`src/core/cdf_pkg.sv`:
```
// Package: register map, field layout, encodings and timing for the clock dither monitor
package cdf_pkg;
  // Register bus
  localparam int ADDR_W = 5;
  localparam logic [4:0] OFF_CTRL = 5'h00;
  localparam logic [4:0] OFF_TRIM_A = 5'h04;
  localparam logic [4:0] OFF_TRIM_B = 5'h08;
  localparam logic [4:0] OFF_STAT = 5'h0C;
  localparam logic [4:0] OFF_MASK = 5'h10;
  // Control register fields
  localparam int CTRL_SWREQ = 0;
  localparam int CTRL_FAIL = 3;
  localparam int CTRL_SEQ_EN = 5;
  localparam int CTRL_DITH_EN = 6;
  localparam int CTRL_GRP_REQ = 8;
  localparam int CTRL_CURRENT_OSCILLATOR_FIELD_LO = 12;
  // Status and mask bits
  localparam int EV_W = 3;
  localparam int EV_FAIL = 0;
  localparam int EV_START = 1;
  localparam int EV_SWITCH = 2;
  // Trim layout
  localparam int TRIM_W = 4;
  localparam int SEQ_N = 8;
  localparam int LFSR_W = 15;
  localparam logic [14:0] LFSR_SEED = 15'h0001;
  localparam logic [15:0] TRIM_A_RST = 16'h0000;
  localparam logic [15:0] TRIM_B_RST = 16'h0000;
  // Current oscillator encodings
  localparam logic [2:0] CURRENT_OSCILLATOR_FIELD_FRC = 3'h0;
  // Monitor timing: no oscillator edge within this time is a failure
  localparam int CLK_NS = 40;
  localparam int MON_TIMEOUT_NS = 10000;
  localparam int MON_CYC = MON_TIMEOUT_NS / CLK_NS;
  // Switch/monitor select values
  localparam logic [1:0] FCK_BOTH_ON = 2'h0;
  typedef enum logic [1:0] {
    CK_INTERNAL = 2'b00,
    CK_PRIMARY = 2'b01
  } cdf_state_t;
  typedef struct packed {
    logic [1:0] switch_monitor_select;
    logic [1:0] new_oscillator_select;
    logic [1:0] primary_osc_mode;
  } cdf_cfg_t;
endpackage : cdf_pkg

```
`src/core/cdf_lfsr.sv`:
```
// Pseudo-random dither source: 15-bit maximal-length shift register
`timescale 1ns/1ps
module cdf_lfsr
  import cdf_pkg::*;
#(
  parameter int WIDTH = LFSR_W
) (
  input wire logic i_clock,
  input wire logic i_rst,
  input wire logic i_step,
  output logic [WIDTH-1:0] o_value
);
  logic [WIDTH-1:0] lfsr_q;
  logic [WIDTH-1:0] lfsr_d;

  // Taps 15 and 14; nonzero seed keeps it out of the dead state
  always_comb begin
    lfsr_d = lfsr_q;
    if (i_step) begin
      lfsr_d = {lfsr_q[WIDTH-2:0], lfsr_q[WIDTH-1] ^ lfsr_q[WIDTH-2]};
    end
  end

  always_ff @(posedge i_clock or posedge i_rst) begin
    if (i_rst) begin
      lfsr_q <= LFSR_SEED;
    end else begin
      lfsr_q <= lfsr_d;
    end
  end

  assign o_value = lfsr_q;
endmodule : cdf_lfsr

```
`src/core/cdf_monitor.sv`:
```
// Oscillator trim sequencer, pseudo-random dither and fail-safe clock monitor
// Behaviour
// - Sequence and dither off: trim from base field only
// - Eight-input 4-bit selector picks the trim
// - Selector index is cycle counter bits 5:3
// - Dither uses 15-bit XOR-feedback shift register
// - Dither trim is shift register low nibble
// - Dither runs only while enabled
// - Shift register steps when counter bit 3 toggles
// - Select field 1x disables switching and monitor
// - Failure traps and moves to internal RC
// - Failure loads RC code, sets fail, clears request
// - Failure leaves watchdog clock untouched
// - Start-up timeout traps and stops starting oscillator
// - Switch only between groups; primary follows config
// - Switching off: config selects, field only reports
// - Trim comes from trim register a or b, or from the shift register while dither is on
`timescale 1ns/1ps
module cdf_monitor
  import cdf_pkg::*;
#(
  parameter int MON_CYCLES = MON_CYC
) (
  input wire logic i_clock,
  input wire logic i_rst,
  input wire logic [ADDR_W-1:0] i_addr,
  input wire logic [15:0] i_wdata,
  input wire logic i_wr,
  input wire logic i_rd,
  output logic [15:0] o_rdata,
  input wire cdf_cfg_t i_cfg,
  input wire logic [5:0] i_roll_count,
  input wire logic i_power_up_timer_expired,
  input wire logic i_osc_tick,
  input wire logic i_osc_ready,
  output logic [TRIM_W-1:0] o_trim,
  output logic [2:0] o_current_osc,
  output logic [1:0] o_primary_mode,
  output logic o_primary_osc_enable,
  output logic o_wdt_clock_enable,
  output logic o_fail_trap,
  output logic o_irq
);
  // Software-visible state
  logic seq_en_q, seq_en_d;
  logic dith_en_q, dith_en_d;
  logic swreq_q, swreq_d;
  logic grp_req_q, grp_req_d;
  logic fail_q, fail_d;
  logic [2:0] current_oscillator_field_q, current_oscillator_field_d;
  logic [15:0] trim_a_q, trim_a_d;
  logic [15:0] trim_b_q, trim_b_d;
  logic [EV_W-1:0] stat_q, stat_d;
  logic [EV_W-1:0] mask_q, mask_d;
  logic [15:0] rdata_q, rdata_d;
  // Clock control state
  cdf_state_t state_q, state_d;
  logic init_q, init_d;
  logic trap_q, trap_d;
  logic [15:0] mon_cnt_q, mon_cnt_d;
  // Pin synchronisers and filtered levels
  logic [1:0] sync1_q, sync2_q, sync3_q;
  logic tick_lvl_q, tick_lvl_d;
  logic ready_lvl_q, ready_lvl_d;
  // Trim path
  logic roll3_q;
  logic [TRIM_W-1:0] trim_q, trim_d;
  logic [LFSR_W-1:0] lfsr_val;
  logic lfsr_step;
  logic [TRIM_W-1:0] seq_tbl [SEQ_N];
  logic [EV_W-1:0] ev;
  logic sw_en, mon_en, tick_ev;

  // Selector inputs: index zero is the base field
  genvar gi;
  generate
    for (gi = 0; gi < SEQ_N; gi++) begin : g_tbl
      if (gi < 4) begin : g_a
        assign seq_tbl[gi] = trim_a_q[gi*TRIM_W +: TRIM_W];
      end else begin : g_b
        assign seq_tbl[gi] = trim_b_q[(gi-4)*TRIM_W +: TRIM_W];
      end
    end
  endgenerate

  // Field 1x turns off both switching and the monitor
  assign sw_en = ~i_cfg.switch_monitor_select[1];
  assign mon_en = (i_cfg.switch_monitor_select == FCK_BOTH_ON);

  // Counter bit 3 flips once per eight PWM rollovers
  assign lfsr_step = dith_en_q & (i_roll_count[3] ^ roll3_q);

  cdf_lfsr #(
    .WIDTH(LFSR_W)
  ) u_lfsr (
    .i_clock(i_clock),
    .i_rst(i_rst),
    .i_step(lfsr_step),
    .o_value(lfsr_val)
  );

  // Trim source: dither first, then sequence, else base
  always_comb begin
    trim_d = trim_a_q[TRIM_W-1:0];
    if (dith_en_q) begin
      trim_d = lfsr_val[TRIM_W-1:0];
    end else if (seq_en_q) begin
      trim_d = seq_tbl[i_roll_count[5:3]];
    end
  end

  // Three-stage sync; a change counts when stages two and three agree
  always_comb begin
    tick_lvl_d = tick_lvl_q;
    ready_lvl_d = ready_lvl_q;
    if (sync2_q[0] == sync3_q[0]) begin
      tick_lvl_d = sync3_q[0];
    end
    if (sync2_q[1] == sync3_q[1]) begin
      ready_lvl_d = sync3_q[1];
    end
  end
  assign tick_ev = tick_lvl_d ^ tick_lvl_q;

  // Clock group control, monitor and software registers
  always_comb begin
    state_d = state_q;
    current_oscillator_field_d = current_oscillator_field_q;
    init_d = 1'b1;
    trap_d = 1'b0;
    mon_cnt_d = mon_cnt_q;
    seq_en_d = seq_en_q;
    dith_en_d = dith_en_q;
    swreq_d = swreq_q;
    grp_req_d = grp_req_q;
    fail_d = fail_q;
    trim_a_d = trim_a_q;
    trim_b_d = trim_b_q;
    mask_d = mask_q;
    ev = '0;
    // Software writes
    if (i_wr) begin
      case (i_addr)
        OFF_CTRL: begin
          seq_en_d = i_wdata[CTRL_SEQ_EN];
          dith_en_d = i_wdata[CTRL_DITH_EN];
          grp_req_d = i_wdata[CTRL_GRP_REQ];
          swreq_d = i_wdata[CTRL_SWREQ];
          fail_d = fail_q & i_wdata[CTRL_FAIL];
        end
        OFF_TRIM_A: trim_a_d = i_wdata;
        OFF_TRIM_B: trim_b_d = i_wdata;
        OFF_MASK: mask_d = i_wdata[EV_W-1:0];
        default: ;
      endcase
    end
    // Monitor counts cycles since the last oscillator edge
    if (tick_ev || state_q != CK_PRIMARY) begin
      mon_cnt_d = '0;
    end else if (mon_cnt_q != 16'hFFFF) begin
      mon_cnt_d = mon_cnt_q + 16'h0001;
    end
    if (!sw_en || !init_q) begin
      // Config straps pick the oscillator; field only reports
      current_oscillator_field_d = {i_cfg.new_oscillator_select[1], i_cfg.new_oscillator_select};
      state_d = i_cfg.new_oscillator_select[1] ? CK_PRIMARY : CK_INTERNAL;
    end
    if (init_q) begin
      case (state_q)
        CK_PRIMARY: begin
          if (mon_en && i_power_up_timer_expired && !ready_lvl_q) begin
            // Oscillator still starting: abandon it
            ev[EV_START] = 1'b1;
          end else if (mon_en && mon_cnt_q >= MON_CYCLES[15:0]) begin
            ev[EV_FAIL] = 1'b1;
          end else if (sw_en && swreq_q && !grp_req_q) begin
            state_d = CK_INTERNAL;
            current_oscillator_field_d = CURRENT_OSCILLATOR_FIELD_FRC;
            swreq_d = 1'b0;
            ev[EV_SWITCH] = 1'b1;
          end
          if (ev[EV_START] || ev[EV_FAIL]) begin
            state_d = CK_INTERNAL;
            current_oscillator_field_d = CURRENT_OSCILLATOR_FIELD_FRC;
            fail_d = 1'b1;
            swreq_d = 1'b0;
            trap_d = 1'b1;
          end
        end
        CK_INTERNAL: begin
          if (sw_en && swreq_q && grp_req_q) begin
            // Within the primary group the straps decide
            state_d = CK_PRIMARY;
            current_oscillator_field_d = {1'b1, i_cfg.new_oscillator_select};
            swreq_d = 1'b0;
            ev[EV_SWITCH] = 1'b1;
          end
        end
        default: begin
          state_d = CK_INTERNAL;
          current_oscillator_field_d = CURRENT_OSCILLATOR_FIELD_FRC;
        end
      endcase
    end
    // Sticky status: a new event wins over a write-one clear
    stat_d = stat_q;
    if (i_wr && i_addr == OFF_STAT) begin
      stat_d = stat_q & ~i_wdata[EV_W-1:0];
    end
    stat_d = stat_d | ev;
  end

  // Read data stands in the cycle after the strobe
  always_comb begin
    rdata_d = 16'h0000;
    if (i_rd) begin
      case (i_addr)
        OFF_CTRL: begin
          rdata_d[CTRL_CURRENT_OSCILLATOR_FIELD_LO +: 3] = current_oscillator_field_q;
          rdata_d[CTRL_GRP_REQ] = grp_req_q;
          rdata_d[CTRL_DITH_EN] = dith_en_q;
          rdata_d[CTRL_SEQ_EN] = seq_en_q;
          rdata_d[CTRL_FAIL] = fail_q;
          rdata_d[CTRL_SWREQ] = swreq_q;
        end
        OFF_TRIM_A: rdata_d = trim_a_q;
        OFF_TRIM_B: rdata_d = trim_b_q;
        OFF_STAT: rdata_d[EV_W-1:0] = stat_q;
        OFF_MASK: rdata_d[EV_W-1:0] = mask_q;
        default: rdata_d = 16'h0000;
      endcase
    end
  end

  // State registers
  always_ff @(posedge i_clock or posedge i_rst) begin
    if (i_rst) begin
      state_q <= CK_INTERNAL;
      current_oscillator_field_q <= CURRENT_OSCILLATOR_FIELD_FRC;
      init_q <= 1'b0;
      trap_q <= 1'b0;
      mon_cnt_q <= 16'h0000;
      seq_en_q <= 1'b0;
      dith_en_q <= 1'b0;
      swreq_q <= 1'b0;
      grp_req_q <= 1'b0;
      fail_q <= 1'b0;
      trim_a_q <= TRIM_A_RST;
      trim_b_q <= TRIM_B_RST;
      stat_q <= '0;
      mask_q <= '0;
      rdata_q <= 16'h0000;
      trim_q <= 4'h0;
      roll3_q <= 1'b0;
      sync1_q <= 2'h0;
      sync2_q <= 2'h0;
      sync3_q <= 2'h0;
      tick_lvl_q <= 1'b0;
      ready_lvl_q <= 1'b0;
    end else begin
      state_q <= state_d;
      current_oscillator_field_q <= current_oscillator_field_d;
      init_q <= init_d;
      trap_q <= trap_d;
      mon_cnt_q <= mon_cnt_d;
      seq_en_q <= seq_en_d;
      dith_en_q <= dith_en_d;
      swreq_q <= swreq_d;
      grp_req_q <= grp_req_d;
      fail_q <= fail_d;
      trim_a_q <= trim_a_d;
      trim_b_q <= trim_b_d;
      stat_q <= stat_d;
      mask_q <= mask_d;
      rdata_q <= rdata_d;
      trim_q <= trim_d;
      roll3_q <= i_roll_count[3];
      sync1_q <= {i_osc_ready, i_osc_tick};
      sync2_q <= sync1_q;
      sync3_q <= sync2_q;
      tick_lvl_q <= tick_lvl_d;
      ready_lvl_q <= ready_lvl_d;
    end
  end

  // Outputs; watchdog runs on its own RC whatever happens here
  assign o_wdt_clock_enable = 1'b1;
  assign o_rdata = rdata_q;
  assign o_trim = trim_q;
  assign o_current_osc = current_oscillator_field_q;
  assign o_primary_mode = i_cfg.primary_osc_mode;
  assign o_primary_osc_enable = (state_q == CK_PRIMARY);
  assign o_fail_trap = trap_q;
  assign o_irq = |(stat_q & mask_q);

  // Checks
  AST_BASE_ONLY: assert property (@(posedge i_clock) disable iff (i_rst)
    !dith_en_q && !seq_en_q |=> o_trim == $past(trim_a_q[3:0]))
    else $error("trim not from base field");
  AST_SEQ_SEL: assert property (@(posedge i_clock) disable iff (i_rst)
    !dith_en_q && seq_en_q && i_roll_count[5:3] == 3'h0 |=> o_trim == $past(trim_a_q[3:0]))
    else $error("index zero did not pick base");
  AST_SEQ_TOP: assert property (@(posedge i_clock) disable iff (i_rst)
    !dith_en_q && seq_en_q && i_roll_count[5:3] == 3'h7 |=> o_trim == $past(trim_b_q[15:12]))
    else $error("index seven wrong entry");
  AST_DITHER: assert property (@(posedge i_clock) disable iff (i_rst)
    dith_en_q |=> o_trim == $past(lfsr_val[3:0]))
    else $error("dither trim not lfsr nibble");
  AST_LFSR_HOLD: assert property (@(posedge i_clock) disable iff (i_rst)
    !dith_en_q || i_roll_count[3] == roll3_q |=> $stable(lfsr_val))
    else $error("lfsr stepped without toggle");
  AST_NO_MON: assert property (@(posedge i_clock) disable iff (i_rst)
    i_cfg.switch_monitor_select[1] |-> !trap_d)
    else $error("trap with monitor disabled");
  AST_FAIL: assert property (@(posedge i_clock) disable iff (i_rst)
    trap_d |=> current_oscillator_field_q == CURRENT_OSCILLATOR_FIELD_FRC && fail_q && !swreq_q && o_fail_trap && !o_primary_osc_enable)
    else $error("failure handling incomplete");
  AST_TIMEOUT: assert property (@(posedge i_clock) disable iff (i_rst)
    init_q && state_q == CK_PRIMARY && mon_en && mon_cnt_q >= MON_CYCLES[15:0] |=> trap_q)
    else $error("missed oscillator failure");
  AST_STRAPS: assert property (@(posedge i_clock) disable iff (i_rst)
    !sw_en |=> current_oscillator_field_q == {$past(i_cfg.new_oscillator_select[1]), $past(i_cfg.new_oscillator_select)})
    else $error("field not following straps");
endmodule : cdf_monitor

```
`config.mk`:
```
export PLATFORM = sky130hd
export DESIGN_NAME = cdf_monitor
export DESIGN_NICKNAME = d
export VERILOG_FILES = /design/src/core/cdf_pkg.sv /design/src/core/cdf_lfsr.sv /design/src/core/cdf_monitor.sv
export SDC_FILE = /design/constraint.sdc
export NUM_CORES = 1
export LEC_CHECK = 0
export ABC_AREA = 0
export ABC_CLOCK_PERIOD_IN_PS = 3000
export BUFFER_PORTS_ARGS = -buffer_cell sky130_fd_sc_hd__buf_2
export CORE_MARGIN = 3
export CORE_UTILIZATION = 52
export DETAILED_ROUTE_END_ITERATION = 10
export GPL_TIMING_DRIVEN = 0
export PLACE_DENSITY = 0.76
export SLEW_MARGIN = 0
export SYNTH_ARGS = -nofsm -noshare
export SYNTH_HDL_FRONTEND = slang
export SYNTH_HIERARCHICAL = 1
export SYNTH_SLANG_ARGS = --single-unit
```
`constraint.sdc`:
```
create_clock -name i_clock -period 3 [get_ports i_clock]
set_input_delay 0.6 -clock i_clock [delete_from_list [all_inputs] [get_ports i_clock]]
set_output_delay 0.6 -clock i_clock [all_outputs]
set_load 0.05 [all_outputs]
```
Word level (Yosys, flattened, before mapping)
Cells that the tools add are included.
Word-level totals
  output and inout port bits: 29
  word-level logic and storage cells: 136
  bits in registers: 110
Operators by class
  add/sub/neg operators: 1
  $lt $le $gt $ge: 2
  mux-type cells: 68
  equality and inequality tests: 9
  reductions and logical operators: 22
  bitwise logic cells: 11
Operators by type and width (number)
  16-bit 2-to-1 mux: 3
  1-bit 2-to-1 mux: 29
  3-bit 2-to-1 mux: 9
  16-bit by 1-bit adder with 16-bit output, second input constant: 1
  16-bit by 8-bit >= comparator with 1-bit output, second input constant: 1
  2-bit 2-to-1 mux: 8
  4-bit 2-to-1 mux: 4
  16-bit inequality test, second input constant: 1
  4-bit binary-select mux with 3-bit select: 1
  3-bit case mux with 2 select lines: 2
  5-bit by 4-bit == test with 1-bit output, second input constant: 2
  1-bit case mux with 2 select lines: 5
  3-bit case mux with 3 select lines: 1
  2-bit case mux with 4 select lines: 1
  2-bit AND reduction: 4
  1-bit logical AND: 7
  3-bit AND: 2
  1-bit case mux with 3 select lines: 2
  2-bit case mux with 3 select lines: 1
  5-bit by 3-bit == test with 1-bit output, second input constant: 1
  5-bit == test, second input constant: 1
  5-bit logical NOT: 1
  1-bit case mux with 5 select lines: 1
  4-bit >= comparator, second input constant: 1
  other kinds (15): 24

Longest topological paths before layout
  depth in word-level cells: 10
  depth in mapped cells: 8

Cells and area by module
The synthesis kept the hierarchy.
Modules (own cells, without submodules)
  cdf_monitor: cells an instance 402, area an instance 4639.4 um2, instances 1
  cdf_lfsr: cells an instance 35, area an instance 616.8 um2, instances 1

Least setup slack after synthesis
No wires, ideal clock.
  path type: in2reg
  from: input i_addr[2]
  to: register trim_a_q[0]
  stages: 8
  setup slack: 0.926 ns
  data required time: 2.875 ns
  data arrival time: 1.949 ns
  buffers on the path: 4
  cells stage by stage: buf_2 -> nor2b_1 -> buf_2 -> and2_1 -> buf_4 -> nand2_2 -> buf_4 -> mux2_2
On the way
  cells in the longest elaborated chain, start to end: 2
RTL lines
  start: declaration: RTL line cdf_monitor.sv:26  | input wire logic [ADDR_W-1:0] i_addr,
  5-bit by 3-bit == test with 1-bit output: RTL line cdf_monitor.sv:143  | case (i_addr)
  2-bit AND reduction (no source line)
  end signal: assignment: RTL line cdf_monitor.sv:271  | trim_a_q <= trim_a_d;
  end: declaration: RTL line cdf_monitor.sv:51  | logic [15:0] trim_a_q, trim_a_d;
Every way passes these cells.
A chain may end at the register's enable or synchronous reset.

Worst setup path in the final report
  from: register state_q[1]
  to: output o_primary_osc_enable
On the way
  cells in the longest elaborated chain, start to end: 1
RTL lines
  start: declaration: RTL line cdf_monitor.sv:57  | cdf_state_t state_q, state_d;
  start signal: assignment: RTL line cdf_monitor.sv:261  | state_q <= state_d;
  2-bit by 1-bit == test with 1-bit output: RTL line cdf_monitor.sv:292  | assign o_primary_osc_enable = (state_q == CK_PRIMARY);
  end: declaration: RTL line cdf_monitor.sv:39  | output logic o_primary_osc_enable,
Every way passes these cells.

==> metrics.md <==
| Metric | Value |
|---|---|
| Relative slew slack | `55.77%` |
| IO Port Bufs | `between 50 and 60` |
| Initial antenna violation count | `0` |
| Post-CTS sizing | `0` |
| Crit-path max FO | `6` |
| GPL Wtd Cong | `0.8679` |
| Ys flop type | `dfrtp_1` |
| Clock Pin Slew Worst Setup and Hold Paths | `0.10 ns` |
| Router iterations before antenna repair | `4` |
| Initial Util | `53.53%` |
| Routed via count | `about 3,700` |
| Vias per cell | `approximately 5.7` |
| Post-synthesis sequential area ratio | `52.39%` |
| Max Cap Viol | `0` |
| Fin worst setup slack | `between 0.8 and 0.9 ns` |
| Antenna cells | `0` |
| CTS tree | `yes` |
| Clock skew | `0.009541 ns` |
| Worst skew pair latency | `0.39 ns` |
| Pre-CTS setup slack | `0.6211 ns` |
| Num Clock Sinks | `110` |
| Die X-Extent | `106.5 um` |
| # rows | `36` |
| Fmax | `461.6 MHz` |
| Vias in the first global route | `between 3,000 and 4,000` |
| Crit path launch type | `flip-flop` |
| Peak VDD IR | `0.3940 mV` |
| DRT iter0 DRCs | `238` |
| Post-synth ARST share | `100.0%` |
| CP endpoint kind | `output port` |
| # Post-CTS Setup Buffers | `0` |
| Synth warnings | `6` |
| CTS H-tree lvls | `3` |
| EDFF count, synth | `0` |
| Drt wl/cell | `17.17 um` |
| Mean Syn Cell Area | `around 12 um2` |
| Outcome | `finished clean` |
| Critical path class | `reg -> out` |
| Final WL | `11.13 mm` |
| Remaining antenna violation count | `0` |
| Die footprint | `11,350 um2` |
| TritonCTS buffer count | `9` |
| Synthesized instance count | `437` |
| Top cells by area, synth | `dfrtp_1 52%, mux2_2 7.7%, mux4_2 3.4%, mux2i_1 3.2%, mux2_4 2.3%` |
| Die H | `106.5 um` |
| Final setup violation count | `0` |
| I/O pin total | `between 60 and 70` |
| Worst-margin pin slew | `between 0.6 and 0.7 ns` |
| DP HPWL | `8.240 mm` |
| Fin Setup TNS | `0 ns` |
| Worst path required time | `2.40 ns` |
| Critical Path AT | `1.57 ns` |
| Fin. max-slew vios | `0` |
| Share of cells above drive strength 1 | `around 30%` |
| Static leakage | `about 2.8 nW` |
| Synth area leader | `dfrtp_1` |
| Distinct cells, synth | `64` |
| # nets final | `552` |
| Post-synth design cell area | `5256 um2` |
| Area of the core | `9819 um2` |
| Total grt overflow | `0` |
| PwrDens | `578.5 nW/um2` |
| GRT Total Usage | `20.74%` |
| Hold_ws | `0.2416 ns` |
| Crit path time final | `approximately 2.2 ns` |
| Final period util | `72.22%` |
| Area growth from synthesis to layout | `13.54%` |
| RSZ-0062 raised after global routing | `no` |
| Largest net degree at the start of global routing | `40` |
| CTS Hold Bufs | `0` |
| Final hold vios | `0` |
| Clock Path Buffers | `2` |
| Global-route wire length before repair | `~18 mm` |
| Post-synth top area share | `51.89%` |
| Worst min-delay path class | `in -> async` |
| Yosys reg bits | `110` |
| Post-route DRC | `0` |
| Clock tree root buffer cell | `clkbuf_8` |
## state kept, by name, indices dropped and copies added, names as in the netlist, 3 cells and up
register / cells
o_trim: 4
o_rdata: 16
mask_q: 3
u_lfsr/o_value: 15
mon_cnt_q: 16
o_current_osc: 3
trim_a_q: 16
trim_b_q: 16
stat_q: 3
## worst max-delay path, cell delays in order (launching register included)
cell and delay, ns:
dfrtp_1 0.45, nand2b_1 0.25, inv_1 0.18, buf_2 0.29
## placed cells by master, fill, tap and decap left out, types with 9 or more instances in the layout
cell and count:
nor2b_1 10, mux2i_1 17, buf_2 64, clkbuf_1 10, mux2_1 10, nor3_1 10
a22oi_1 10, o21ai_0 14, nand3_1 10, a21oi_1 20, dfrtp_1 109, nor2_1 32
clkbuf_8 11, mux2_2 36, a31oi_1 9, nand2_1 21
## layer usage
layer	GRT usage [%]	up-vias	wire length, um	share of wire [%]
met5	0	-	0	0
met4	8.128	0	202	1.8
met3	4.614	16	600	5.4
met2	31.49	94	5217	47
met1	29.24	1832	5108	46
li1	-	1740	-	-
## report_power, final
group | internal, mW | total [mW] | switching, mW
Sequential | 1.68 | 1.83 | 0.146
Clock | 0.433 | 0.921 | 0.488
Combinational | 0.316 | 0.701 | 0.385
Total | 2.43 | 3.45 | 1.02
## metrics by stage
step	total power [mW]	util (%)	std cells	instance area, um2
global route	3.611	60.78	648	5968
finish	3.453	60.78	648	5968
CTS	3.479	60.78	648	5968
global placement	2.527	58.31	630	5725
detailed placement	2.564	58.72	632	5766
floorplan	2.353	-	438	5264
## final timing paths
kind	end	startpoint	slack [ns]	depth (start not counted)
worst min-delay path	trim_b_q[5]	i_rst	0.24	2
worst max-delay path	o_primary_osc_enable	state_q[1]	0.83	3
worst max register to register	mon_cnt_q[8]	mon_cnt_q[1]	0.90	6
worst min register to register	sync2_q[0]	sync1_q[0]	0.36	0
max in group asynchronous	mon_cnt_q[11]	i_rst	1.94	4
min in group i_clock	sync1_q[1]	i_osc_ready	0.31	1
## cells by family (layout without fill, tap and decap cells)
group	count (synthesis)	count (layout)	synth area share [%]
buffers and inverters	32	109	3.285
xor gates and xnor gates	2	2	0.3333
DFF	110	110	52.39
and+or+nand+nor	126	126	13.05
other	2	3	0.1429
adders and majority gates	4	4	0.8569
muxes	79	79	18.81
AOI/OAI and AO/OA	82	82	11.14
## final cells by class
cell class	instances	area, um2
well taps	133	166.4
flip-flops and latches	110	2754
inverters	9	37.54
clock inverters	3	43.79
repair buffers	61	335.3
clock buffers	13	158.9
multi-input cells	296	2333
plain buffers	23	138.9
fillers	813	3851
## cells in the mapped netlist (all sizes together) (3+ instances only)
master and count:
a211oi 8, buf 15, clkbuf 8, dfrtp 109, nand4 5, a22oi 10
inv 9, a31oi 10, nand2b 6, a2111o 3, a21o 5, nor2b 10
o21ai 14, a21oi 20, nand2 23, and3 4, mux4 8, mux2i 17
nor2 32, nor3b 3, nand3b 3, nand3 10, or3 3, mux2 54
and2 5, nor3 11
Note: power is estimated with default switching activity, not from simulation.
